==> config.mk <==
export PLATFORM = sky130hd
export DESIGN_NAME = itc_interval_timer_clock
export DESIGN_NICKNAME = d
export VERILOG_FILES = /design/src/inc/itc_pkg.sv /design/src/rtl/itc_wrap_counter.sv /design/src/rtl/itc_interval_timer_clock.sv
export SDC_FILE = /design/constraint.sdc
export NUM_CORES = 1
export LEC_CHECK = 0
export BUFFER_PORTS_ARGS = -buffer_cell sky130_fd_sc_hd__buf_2
export CORE_AREA = 4 4 103 105
export DETAILED_ROUTE_END_ITERATION = 7
export DIE_AREA = 0 0 107 109
export PLACE_DENSITY = 0.79
export SYNTH_ARGS = -nofsm -noshare
export SYNTH_HDL_FRONTEND = slang
export SYNTH_SLANG_ARGS = --single-unit
==> constraint.sdc <==
create_clock -name clk_i -period 3.1 [get_ports clk_i]
set_clock_uncertainty 0.2 [all_clocks]
set_input_delay 0.155 -clock clk_i [delete_from_list [all_inputs] [get_ports clk_i]]
set_output_delay 0.155 -clock clk_i [all_outputs]
set_load 0.005 [all_outputs]
==> src/inc/itc_pkg.sv <==
// Constants, field layout and state type shared by the interval timer clock block.
package itc_pkg;
	// ==========================================================
	// Special-function-register offsets
	// ==========================================================
	localparam logic [7:0] OFF_CTL = 8'hA1;
	localparam logic [7:0] OFF_FRAC = 8'hA2;
	localparam logic [7:0] OFF_SEC = 8'hA3;
	localparam logic [7:0] OFF_MIN = 8'hA4;
	localparam logic [7:0] OFF_HOUR = 8'hA5;
	localparam logic [7:0] OFF_CMP = 8'hA6;

	// ==========================================================
	// Control register bit positions
	// ==========================================================
	localparam int BIT_RSVD = 7;
	localparam int BIT_TFH = 6;
	localparam int BIT_TS_HI = 5;
	localparam int BIT_TS_LO = 4;
	localparam int BIT_SINGLE = 3;
	localparam int BIT_FLAG = 2;
	localparam int BIT_INTERVAL_ENABLE = 1;
	localparam int BIT_TIME_CLOCK_ENABLE = 0;

	// ==========================================================
	// Counter chain indices and limits
	// ==========================================================
	localparam int NUM_TIME = 4;
	localparam int IDX_FRAC = 0;
	localparam int IDX_SEC = 1;
	localparam int IDX_MIN = 2;
	localparam int IDX_HOUR = 3;
	localparam logic [7:0] FRAC_MAX = 8'h7F;
	localparam logic [7:0] SEC_MAX = 8'h3B;
	localparam logic [7:0] MIN_MAX = 8'h3B;
	localparam logic [7:0] HOUR_MAX_24 = 8'h17;
	localparam logic [7:0] HOUR_MAX_FULL = 8'hFF;
	localparam logic [7:0] RESET_VAL = 8'h00;

	// ==========================================================
	// Timebase: 32.768 kHz input divided down to 128 Hz
	// ==========================================================
	localparam int TIMEBASE_HZ = 32768;
	localparam int FRAC_HZ = 128;
	localparam logic [7:0] PRESCALE_LAST = 8'(TIMEBASE_HZ / FRAC_HZ - 1);

	// Interval timebase select codes.
	typedef enum logic [1:0] {
		TS_FRAC,
		TS_SEC,
		TS_MIN,
		TS_HOUR
	} itc_ts_t;

	// Whole state of the top module.
	typedef struct packed {
		logic twenty_four_hour_select;
		logic [1:0] ts;
		logic single;
		logic flag;
		logic interval_enable;
		logic time_clock_enable;
		logic [7:0] compare;
		logic [NUM_TIME-1:0][7:0] shadow;
		logic [7:0] ivl_cnt;
		logic [7:0] prescale;
		logic tb_prev;
		logic [7:0] rdata;
	} itc_state_t;

	// Counter state of one wrapping counter.
	typedef struct packed {
		logic [7:0] count;
	} itc_cnt_state_t;
endpackage

==> src/rtl/itc_wrap_counter.sv <==
// One 8-bit time counter that wraps at a programmable limit and reports its carry.
`timescale 1ns/100ps
module itc_wrap_counter import itc_pkg::*; (
	input wire logic clk_i,
	input wire logic rstn_i,
	input wire logic inc_i,
	input wire logic load_i,
	input wire logic [7:0] load_val_i,
	input wire logic [7:0] max_i,
	output logic [7:0] count_o,
	output logic wrap_o
);
	itc_cnt_state_t st;
	itc_cnt_state_t next_st;

	// Carry is suppressed during a load, so a write never ripples into the next stage.
	assign wrap_o = inc_i && !load_i && (st.count == max_i);
	assign count_o = st.count;

	// Load wins over counting; a value beyond the limit runs on to 255 and then 0 without a carry.
	always_comb begin
		next_st = st;
		if (load_i) begin
			next_st.count = load_val_i;
		end else if (wrap_o) begin
			next_st.count = RESET_VAL;
		end else if (inc_i) begin
			next_st.count = st.count + 8'h01;
		end
	end

	// State register.
	always_ff @(posedge clk_i or negedge rstn_i) begin
		if (!rstn_i) begin
			st <= '0;
		end else begin
			st <= next_st;
		end
	end
endmodule // itc_wrap_counter

==> src/rtl/itc_interval_timer_clock.sv <==
// Time-of-day counter chain with interval timer, reached over the special-function-register port.
`timescale 1ns/100ps
// ==========================================================
// Overview of operation
// - Twenty-four-hour select set wraps hours after 23, else after 255.
// - Timebase field picks interval rate: 1/128 s, seconds, minutes or hours.
// - With single interval set, a timeout clears interval enable.
// - With single interval clear, each timeout reloads and restarts the interval counter.
// - Interval flag sets on counter matching compare and stays until software clears it.
// - A set flag requests an interrupt when enabled; compare accepts 0 to 255.
// - Interval counter runs only while interval enable is one.
// - Time clock enable gates the timebase to every counter.
// - Clearing time clock enable stops the clock and restores last written values.
// - Fraction counts 0 to 127 at 128 Hz, carrying into seconds.
// - Seconds count 0 to 59, carrying into minutes.
// - Minutes count 0 to 59, carrying into hours.
// - Hours advance once per hour and wrap to zero with no carry.
// - The chain runs from the 32.768 kHz timebase, also in power-down.
// - An enabled interval match in power-down wakes the device into its vector.
// ==========================================================
module itc_interval_timer_clock import itc_pkg::*; (
	input wire logic clk_i,
	input wire logic rstn_i,
	input wire logic tick32k_i,
	input wire logic [7:0] sfr_addr_i,
	input wire logic [7:0] sfr_wdata_i,
	input wire logic sfr_wr_i,
	input wire logic irq_en_i,
	input wire logic pwrdn_i,
	output logic [7:0] sfr_rdata_o,
	output logic sfr_hit_o,
	output logic irq_o,
	output logic wake_o
);
	itc_state_t st;
	itc_state_t next_st;
	logic [NUM_TIME-1:0][7:0] cnt;
	logic [NUM_TIME-1:0][7:0] load_val;
	logic [NUM_TIME-1:0][7:0] cnt_max;
	logic [NUM_TIME-1:0] wrap;
	logic [NUM_TIME-1:0] inc;
	logic [NUM_TIME-1:0] load;
	logic [NUM_TIME-1:0] time_wr;
	logic tb_edge;
	logic frac_tick;
	logic sel_evt;
	logic timeout;
	logic ctl_wr;
	logic cmp_wr;
	logic [7:0] ivl_next;

	// ==========================================================
	// Timebase and decode
	// ==========================================================
	// The 32.768 kHz input is taken as synchronous; a rising edge is one timebase period.
	// Nothing here looks at power-down, so the chain keeps time while the core sleeps.
	assign tb_edge = tick32k_i && !st.tb_prev;
	assign frac_tick = st.time_clock_enable && tb_edge && (st.prescale == PRESCALE_LAST);
	assign ctl_wr = sfr_wr_i && (sfr_addr_i == OFF_CTL);
	assign cmp_wr = sfr_wr_i && (sfr_addr_i == OFF_CMP);
	assign sfr_hit_o = (sfr_addr_i >= OFF_CTL) && (sfr_addr_i <= OFF_CMP);

	// ==========================================================
	// Time counter chain
	// ==========================================================
	// Each stage is fed by the carry of the one below; the fraction stage by the 128 Hz tick.
	// While the clock is off, every stage is reloaded from its shadow each cycle.
	genvar gi;
	generate
		for (gi = 0; gi < NUM_TIME; gi++) begin : g_time
			if (gi == IDX_FRAC) begin : g_first
				assign inc[gi] = frac_tick;
			end else begin : g_next
				assign inc[gi] = wrap[gi-1];
			end
			if (gi == IDX_HOUR) begin : g_hour
				assign cnt_max[gi] = st.twenty_four_hour_select ? HOUR_MAX_24 : HOUR_MAX_FULL;
			end else if (gi == IDX_FRAC) begin : g_frac
				assign cnt_max[gi] = FRAC_MAX;
			end else if (gi == IDX_SEC) begin : g_sec
				assign cnt_max[gi] = SEC_MAX;
			end else begin : g_min
				assign cnt_max[gi] = MIN_MAX;
			end
			assign time_wr[gi] = sfr_wr_i && (sfr_addr_i == 8'(OFF_FRAC + 8'(gi)));
			assign load[gi] = time_wr[gi] || !st.time_clock_enable;
			assign load_val[gi] = time_wr[gi] ? sfr_wdata_i : st.shadow[gi];
			itc_wrap_counter u_cnt (
				.clk_i(clk_i),
				.rstn_i(rstn_i),
				.inc_i(inc[gi]),
				.load_i(load[gi]),
				.load_val_i(load_val[gi]),
				.max_i(cnt_max[gi]),
				.count_o(cnt[gi]),
				.wrap_o(wrap[gi])
			);
		end
	endgenerate

	// ==========================================================
	// Interval counter
	// ==========================================================
	// The selected stage's advance clocks the interval counter.
	assign sel_evt = inc[st.ts];
	assign ivl_next = st.ivl_cnt + 8'h01;
	// Match is judged on the value being counted into, so compare 0 times out after 256 steps.
	assign timeout = st.interval_enable && sel_evt && (ivl_next == st.compare);

	// Interrupt request follows the sticky flag while the controller enables it.
	assign irq_o = st.flag && irq_en_i;
	// Wake-up is the same request seen while the core is powered down.
	assign wake_o = irq_o && pwrdn_i;
	assign sfr_rdata_o = st.rdata;

	// ==========================================================
	// Next-state logic
	// ==========================================================
	// Software writes are applied first; hardware events then override, so a timeout's flag set and enable clear win.
	always_comb begin
		next_st = st;
		next_st.tb_prev = tick32k_i;

		// Prescaler is held at zero while the clock is off so restarting is phase-aligned.
		if (!st.time_clock_enable) begin
			next_st.prescale = RESET_VAL;
		end else if (tb_edge) begin
			if (st.prescale == PRESCALE_LAST) begin
				next_st.prescale = RESET_VAL;
			end else begin
				next_st.prescale = st.prescale + 8'h01;
			end
		end

		// Shadows remember the last value software wrote to each time register.
		for (int i = 0; i < NUM_TIME; i++) begin
			if (time_wr[i]) begin
				next_st.shadow[i] = sfr_wdata_i;
			end
		end

		if (cmp_wr) begin
			next_st.compare = sfr_wdata_i;
		end

		// Reserved bit 7 has no storage at all.
		if (ctl_wr) begin
			next_st.twenty_four_hour_select = sfr_wdata_i[BIT_TFH];
			next_st.ts = sfr_wdata_i[BIT_TS_HI:BIT_TS_LO];
			next_st.single = sfr_wdata_i[BIT_SINGLE];
			next_st.flag = sfr_wdata_i[BIT_FLAG];
			next_st.interval_enable = sfr_wdata_i[BIT_INTERVAL_ENABLE];
			next_st.time_clock_enable = sfr_wdata_i[BIT_TIME_CLOCK_ENABLE];
		end

		// Counter sits at zero while disabled, so it starts from zero when enabled.
		if (!st.interval_enable) begin
			next_st.ivl_cnt = RESET_VAL;
		end else if (timeout) begin
			next_st.ivl_cnt = RESET_VAL;
		end else if (sel_evt) begin
			next_st.ivl_cnt = ivl_next;
		end

		// A timeout beats a simultaneous software write of the flag, and of the enable when single interval is set.
		if (timeout) begin
			next_st.flag = 1'b1;
			if (st.single) begin
				next_st.interval_enable = 1'b0;
			end
		end

		// Read data is registered from the address presented this cycle.
		next_st.rdata = RESET_VAL;
		if (sfr_addr_i == OFF_CTL) begin
			next_st.rdata = {1'b0, st.twenty_four_hour_select, st.ts, st.single, st.flag, st.interval_enable, st.time_clock_enable};
		end else if (sfr_addr_i == OFF_CMP) begin
			next_st.rdata = st.compare;
		end else begin
			for (int i = 0; i < NUM_TIME; i++) begin
				if (sfr_addr_i == 8'(OFF_FRAC + 8'(i))) begin
					next_st.rdata = cnt[i];
				end
			end
		end
	end

	// State register.
	always_ff @(posedge clk_i or negedge rstn_i) begin
		if (!rstn_i) begin
			st <= '0;
		end else begin
			st <= next_st;
		end
	end
endmodule // itc_interval_timer_clock

After elaboration in Yosys (flattened, before gate mapping)

Index checks and enable logic that the tools add are counted.

Input port bits: 22
Flip-flop bits (word level): 104

Equality and inequality tests: 14
Mux-type cells: 34
Add/sub/neg operators: 6
Magnitude comparators: 3
Reductions and logical operators: 37

Operators by type and width:

| operator              | number |
|---|---|
| $mux W8               | 29 |
| $eq A8 B8 Y1 const B  | 7 |
| $add A8 B1 Y8 const B | 6 |
| $logic_and A1 B1 Y1   | 22 |
| $eq A8 B6 Y1 const B  | 2 |
| $eq A8 B8 Y1          | 2 |
| $reduce_bool A3 Y1    | 4 |
| $eq A8 B7 Y1 const B  | 1 |
| $ge A8 B8 Y1 const B  | 1 |
| $le A8 B8 Y1 const B  | 1 |
| $logic_not A1 Y1      | 6 |
| $logic_or A1 B1 Y1    | 4 |
| $lt A2 B3 Y1 const B  | 1 |
| $mux W3               | 1 |
| $ne A3 B1 Y1 const B  | 1 |
| $bmux W1 S2           | 1 |
| $mux W1               | 2 |
| $mux W2               | 1 |
| $ne A2 B1 Y1 const B  | 1 |
| $reduce_bool A2 Y1    | 1 |

Depth between registers and ports, before layout

Depth in word-level cells: 16
Gate-level depth with buffers: 9
Depth with buffers taken out: 7

Cells and area by module

From an unflattened synthesis, not the netlist that was laid out.

Cells, all modules: 624
Area total of the unflattened synthesis: 6,187.2 um2

Modules (own cells, without submodules):

| module                                 | seq. area each (um2) | cells an instance | area each (um2) | times used |
|---|---|---|---|---|
| itc_interval_timer_clock               | 1,801.7              | 342               | 3,678.5         | 1 |
| itc_wrap_counter (g_time[0].u_cnt ...) | 200.2                | 73                | 639.4           | 3 |
| itc_wrap_counter (g_time[3].u_cnt)     | 200.2                | 63                | 590.6           | 1 |

Worst setup path after synthesis

No wires, ideal clock.

Kind: flip-flop to flip-flop
Start: register st[9] (netlist bit)
End: register g_time[3].u_cnt.st, in the netlist g_time[3].u_cnt.count_o[3]
Arrival: 2,414 ps
Path buffers: 1
Stages on the path, launching flop included: 9
Library setup time: 119 ps
Slack: 368 ps
Data required time: 2,781 ps
Path through: dfrtp_1 > ha_1 > nand4_1 > or4_4 > or4_1 > clkbuf_2 > a211o_1 > a221o_1 > o21a_1

Cells in the longest elaborated chain, start to end: 12
Elaborated cells between the ends (all ways): 13
Classes of those cells: eq/ne: 1; mux: 2; reduce/logical: 10

RTL lines:

| element                            | line                            | RTL |
|---|---|---|
| from (decl)                        | itc_interval_timer_clock.sv:35  | `itc_state_t st;` |
| from (signal assigned)             | itc_interval_timer_clock.sv:193 | `st <= next_st;` |
| $eq A8 B8 Y1 *                     | itc_interval_timer_clock.sv:58  | `assign frac_tick = st.time_clock_enable && tb_edge && (st.prescale == PRESCALE_LAST);` |
| $logic_and A1 B1 Y1 *              | itc_interval_timer_clock.sv:58  |  |
| $logic_and A1 B1 Y1 * (6 in a row) | itc_wrap_counter.sv:17          | `assign wrap_o = inc_i && !load_i && (st.count == max_i);` |
| $logic_and A1 B1 Y1 (2 in a row)   | itc_wrap_counter.sv:17          |  |
| $mux W8                            | itc_wrap_counter.sv:25          | `end else if (wrap_o) begin` |
| $mux W8                            | itc_wrap_counter.sv:23          | `if (load_i) begin` |
| to (signal assigned)               | itc_wrap_counter.sv:37          | `st <= next_st;` |
| to (decl)                          | itc_wrap_counter.sv:13          | `itc_cnt_state_t st;` |

Mark *: on every way between the ends. The rest lies on a longest branch, timed or not.
A chain may end at the register's enable or synchronous reset.

Worst setup path after layout

Start: register g_time[0].u_cnt.st, in the netlist g_time[0].u_cnt.count_o[0]
End: register g_time[3].u_cnt.st, in the netlist g_time[3].u_cnt.count_o[5]

Cells in the longest elaborated chain, start to end: 10
Elaborated cells between the ends (all ways): 11
Classes of those cells: eq/ne: 1; mux: 2; reduce/logical: 8

RTL lines:

| element                            | line |
|---|---|
| from (decl)                        | itc_wrap_counter.sv:13 |
| from (signal assigned)             | itc_wrap_counter.sv:37 |
| $eq A8 B7 Y1 *                     | itc_wrap_counter.sv:17 |
| $logic_and A1 B1 Y1 * (5 in a row) | itc_wrap_counter.sv:17 |
| $logic_and A1 B1 Y1 (2 in a row)   | itc_wrap_counter.sv:17 |
| $mux W8                            | itc_wrap_counter.sv:25 |
| $mux W8                            | itc_wrap_counter.sv:23 |

Marks and branches as above.

==> flow_summary_export.csv <==
group,metric,value,unit
critical_path,critPathCaptureType,"register",
synthesis,syn-cell-area,5813,um^2
final_layout,nets,635,
critical_path,r2r_end,"g_time[3].u_cnt.count_o[5]",
final_layout,n_antenna_cell,0,
final_layout,nFillCells,793,
final_layout,syn_to_final_growth,9.212,%
critical_path,crit_start,"g_time[0].u_cnt.count_o[0]",
global_route,track_usage,25.03,%
global_route,antenna_found_initial,0,
min_path,min_path_type,"in -> async",
global_route,grt_overflow,0,
critical_path,crit_fanout,15,
synthesis,synth_area_leader_cell,"dfrtp_1",
synthesis,synthAdderAreaFrac,1.291,%
timing,fin_ws,0.1305,ns
timing,finalSetupViolCount,0,
synthesis,synth_cell_types,67,
routing,dr.pass1.iters,5,
synthesis,yosysWarnings,0,
routing,ant_nets,0,
critical_path,cp-start-kind,"register",
routing,vias_per_cell,6.228,
final_layout,post_route_cells_drive_above_1_share,22.39,%
clock_tree,cts_tree,"built",
placed_design,dp_hpwl,10020,um
floorplanning,rows,36,
timing,worst_pin_slew,0.7119,ns
critical_path,slowest_delay,0.54,ns
timing,hold_viol_final,0,
critical_path,r2r_start,"g_time[0].u_cnt.count_o[0]",
power,total_power,0.002532,W
placed_design,io_buffers,32,
synthesis,synthTopCellsByArea,"dfrtp_1, mux2_2, nand2_1",
routing,finalWirelength,14040,um
floorplanning,fp.dieW,107,um
clock_tree,htreeDepth,3,
placed_design,place_ws,0.1124,ns
timing,slew-limit-headroom,52.54,%
routing,via_count,4640,
timing,tns,0,ns
routing,drt_iter0_drc,367,
synthesis,synthMuxAreaShare,15.17,%
synthesis,synth-seq-area-share,44.77,%
floorplanning,initial_utilization,60.31,%
synthesis,syn-num-nets,601,
power,p_per_area,398.8,nW/um^2
timing,rsz0062_at_grt,"no",
synthesis,synth_xor_xnor_area_share,3.315,%
synthesis,netlist.area_leader.share,44.77,%
power,max-vdd-ir-drop,0.0004132,V
timing,timing.fmax,336.8,MHz
synthesis,ys_ff_latch,104,
synthesis,synth_flop_cell,"dfrtp_1",
synthesis,synth_edf_count,0,
synthesis,synth_cells,573,
flow_run,cap_violations,0,
critical_path,reg2reg_depth,8,
clock_tree,clk_pin_slew,0.10,ns
critical_path,cpMaxStageDelayCell,"or4_4",
critical_path,worstPathCellList,"ha_1, nand3_1, or4_4, or4_1, buf_4, a211o_1, a221o_1, o21a_1",
critical_path,crit_buf_inv,1,
synthesis,synth_top_family_by_area,"simple AND/OR/NAND/NOR gates",
routing,wl_per_cell,18.85,um
critical_path,cp.arrival,3.05,ns
floorplanning,core,9639,um^2
critical_path,r2r_setup_slack,0.13,ns
critical_path,path_class,"reg -> reg",
global_route,grt_pass1_wl,22490,um
routing,drc,0,
clock_tree,cts_root_buffer,"clkbuf_8",
synthesis,async_flop_share,100.0,%
global_route,grt_pass1_vias,4509,
clock_tree,post_cts_buffers,0,
timing,min_period,2.970,ns
floorplanning,die_h,109,um
synthesis,synth-compound-area-share,11.15,%
timing,maxSlewViolCount,0,
synthesis,yosys.area_share.simple,20.47,%
run_status,outcome,"finished, final reports clean",
floorplanning,io_pins,33,
timing,fin_crit_sh,95.79,%
critical_path,path_delay_family,"simple AND/OR/NAND/NOR gates",
synthesis,avgSynthCellArea,10.14,um^2
clock_tree,clk_latency,0.39,ns
power,p_leak,2.906,nW
global_route,grt_max_degree,56,
clock_tree,numClockSinks,104,
floorplanning,dieArea,11660,um^2
placed_design,globalplace.congestion,0.9217,
critical_path,worst-endpoint-required,3.18,ns
clock_tree,cts_inserted_buffers,9,
clock_tree,clock_path_buffers,2,
==> worst max-delay path by stage <==
stage	endpoint	slack, ns	cells after the start
6_report	g_time[3].u_cnt.count_o[5]	0.13	8
2_1_floorplan	g_time[3].u_cnt.count_o[3]	0.37	8
3_5_place_dp	g_time[3].u_cnt.count_o[1]	0.11	8
4_1_cts	g_time[3].u_cnt.count_o[5]	0.08	8
5_1_grt	st[23]	0.01	7
3_3_place_gp	g_time[3].u_cnt.count_o[1]	0.17	8
==> routing by layer <==
| layer | part of all wire [%] | global-route usage [%] | vias to the layer above |
|---|---|---|---|
| met5 | 0 | 0 | - |
| met4 | 2.5 | 9.589 | 0 |
| met3 | 5.0 | 5.033 | 29 |
| met2 | 49 | 42.18 | 141 |
| met1 | 43 | 32.07 | 2311 |
| li1 | - | - | 2159 |
==> kinds of logic after synthesis <==
| logic type | Yosys count |
|---|---|
| AO/OA/AOI/OAI | 95 |
| adder cells (fa/ha/maj) | 6 |
| buffers and inverters | 41 |
| XOR/XNOR | 22 |
| flip-flops | 104 |
| multiplexers | 81 |
| AND/OR/NAND/NOR | 224 |
==> worst reg2reg max path: cells and delay by family (launching register included) <==
family | cells | cell delay [ns]
AOI/OAI and AO/OA | 3 | 0.68
buffers and inverters | 1 | 0.21
DFF | 1 | 0.43
adders and majority gates | 1 | 0.20
and+or+nand+nor | 3 | 1.14
==> cells in the mapped netlist, types with 8 or more instances <==
cell type  instances
and3_1             9
nor2_1            36
inv_1              9
clkbuf_1          13
buf_4              8
o22ai_1           10
dfrtp_1          104
o21ai_0           15
nand2_1           66
nand3_1           23
a21oi_1           22
mux2_2            57
mux2i_1           24
nand4_1           12
and2_1             8
nor3_1             9
xnor2_1           19
==> power by group <==
group	switching (W)	internal (W)	total, W
clock network	0.000495	0.000304	0.000799
registers	0.0000679	0.00141	0.00148
logic	0.000140	0.000110	0.000250
==> flip-flops by register name, summed over array words and instances, names as in the netlist <==
register,count
sfr_rdata_o,8
st,64
g_time.u_cnt.count_o,32
==> final cells by class <==
class	count	area, um^2	share of cell area (%)
well taps	133	166.4	2.621
flip-flops and latches	104	2604	41.01
clock buffers	10	127.6	2.010
inverters	9	33.78	0.5321
multi-input cells	428	2993	47.14
repair buffers	55	372.9	5.873
clock inverters	6	51.30	0.8080
==> what timing repair did <==
action	CTS	global route
hold buffers	10	0
setup endpoints to repair	0	5
hold endpoints to repair	75	0
resized for setup	0	3
==> metrics by stage <==
stage	hold slack [ns]	std cells	util [%]	cell area (um^2)
2_1_floorplan	-0.3406	573	-	5813
3_5_place_dp	0.05596	719	62.90	6063
3_3_place_gp	0.04549	719	62.90	6063
4_1_cts	0.1694	745	65.80	6342
5_1_grt	0.2001	745	65.86	6349
6_report	0.1614	745	65.86	6349
==> cell usage in the layout, fill, tap and decap left out, types with 4 or more instances in the layout <==
cell type,instances
a21o_1,4
a21oi_1,22
a221o_1,6
a2bb2oi_1,4
a31oi_1,6
and2_1,8
and3_1,9
buf_2,31
buf_4,13
clkbuf_8,9
dfrtp_1,103
dlygate4sd3_1,10
ha_1,5
inv_1,9
mux2_2,57
mux2i_1,24
nand2_1,66
nand2b_1,4
nand3_1,23
nand3b_1,6
nand4_1,12
nor2_1,35
nor2b_1,6
nor3_1,9
nor3b_1,4
nor4_1,4
nor4b_1,5
o21a_1,4
o21ai_0,15
o221ai_1,5
o22ai_1,10
or2_2,5
or4_1,4
xnor2_1,19
No activity file was read; power rests on OpenSTA's default activity.
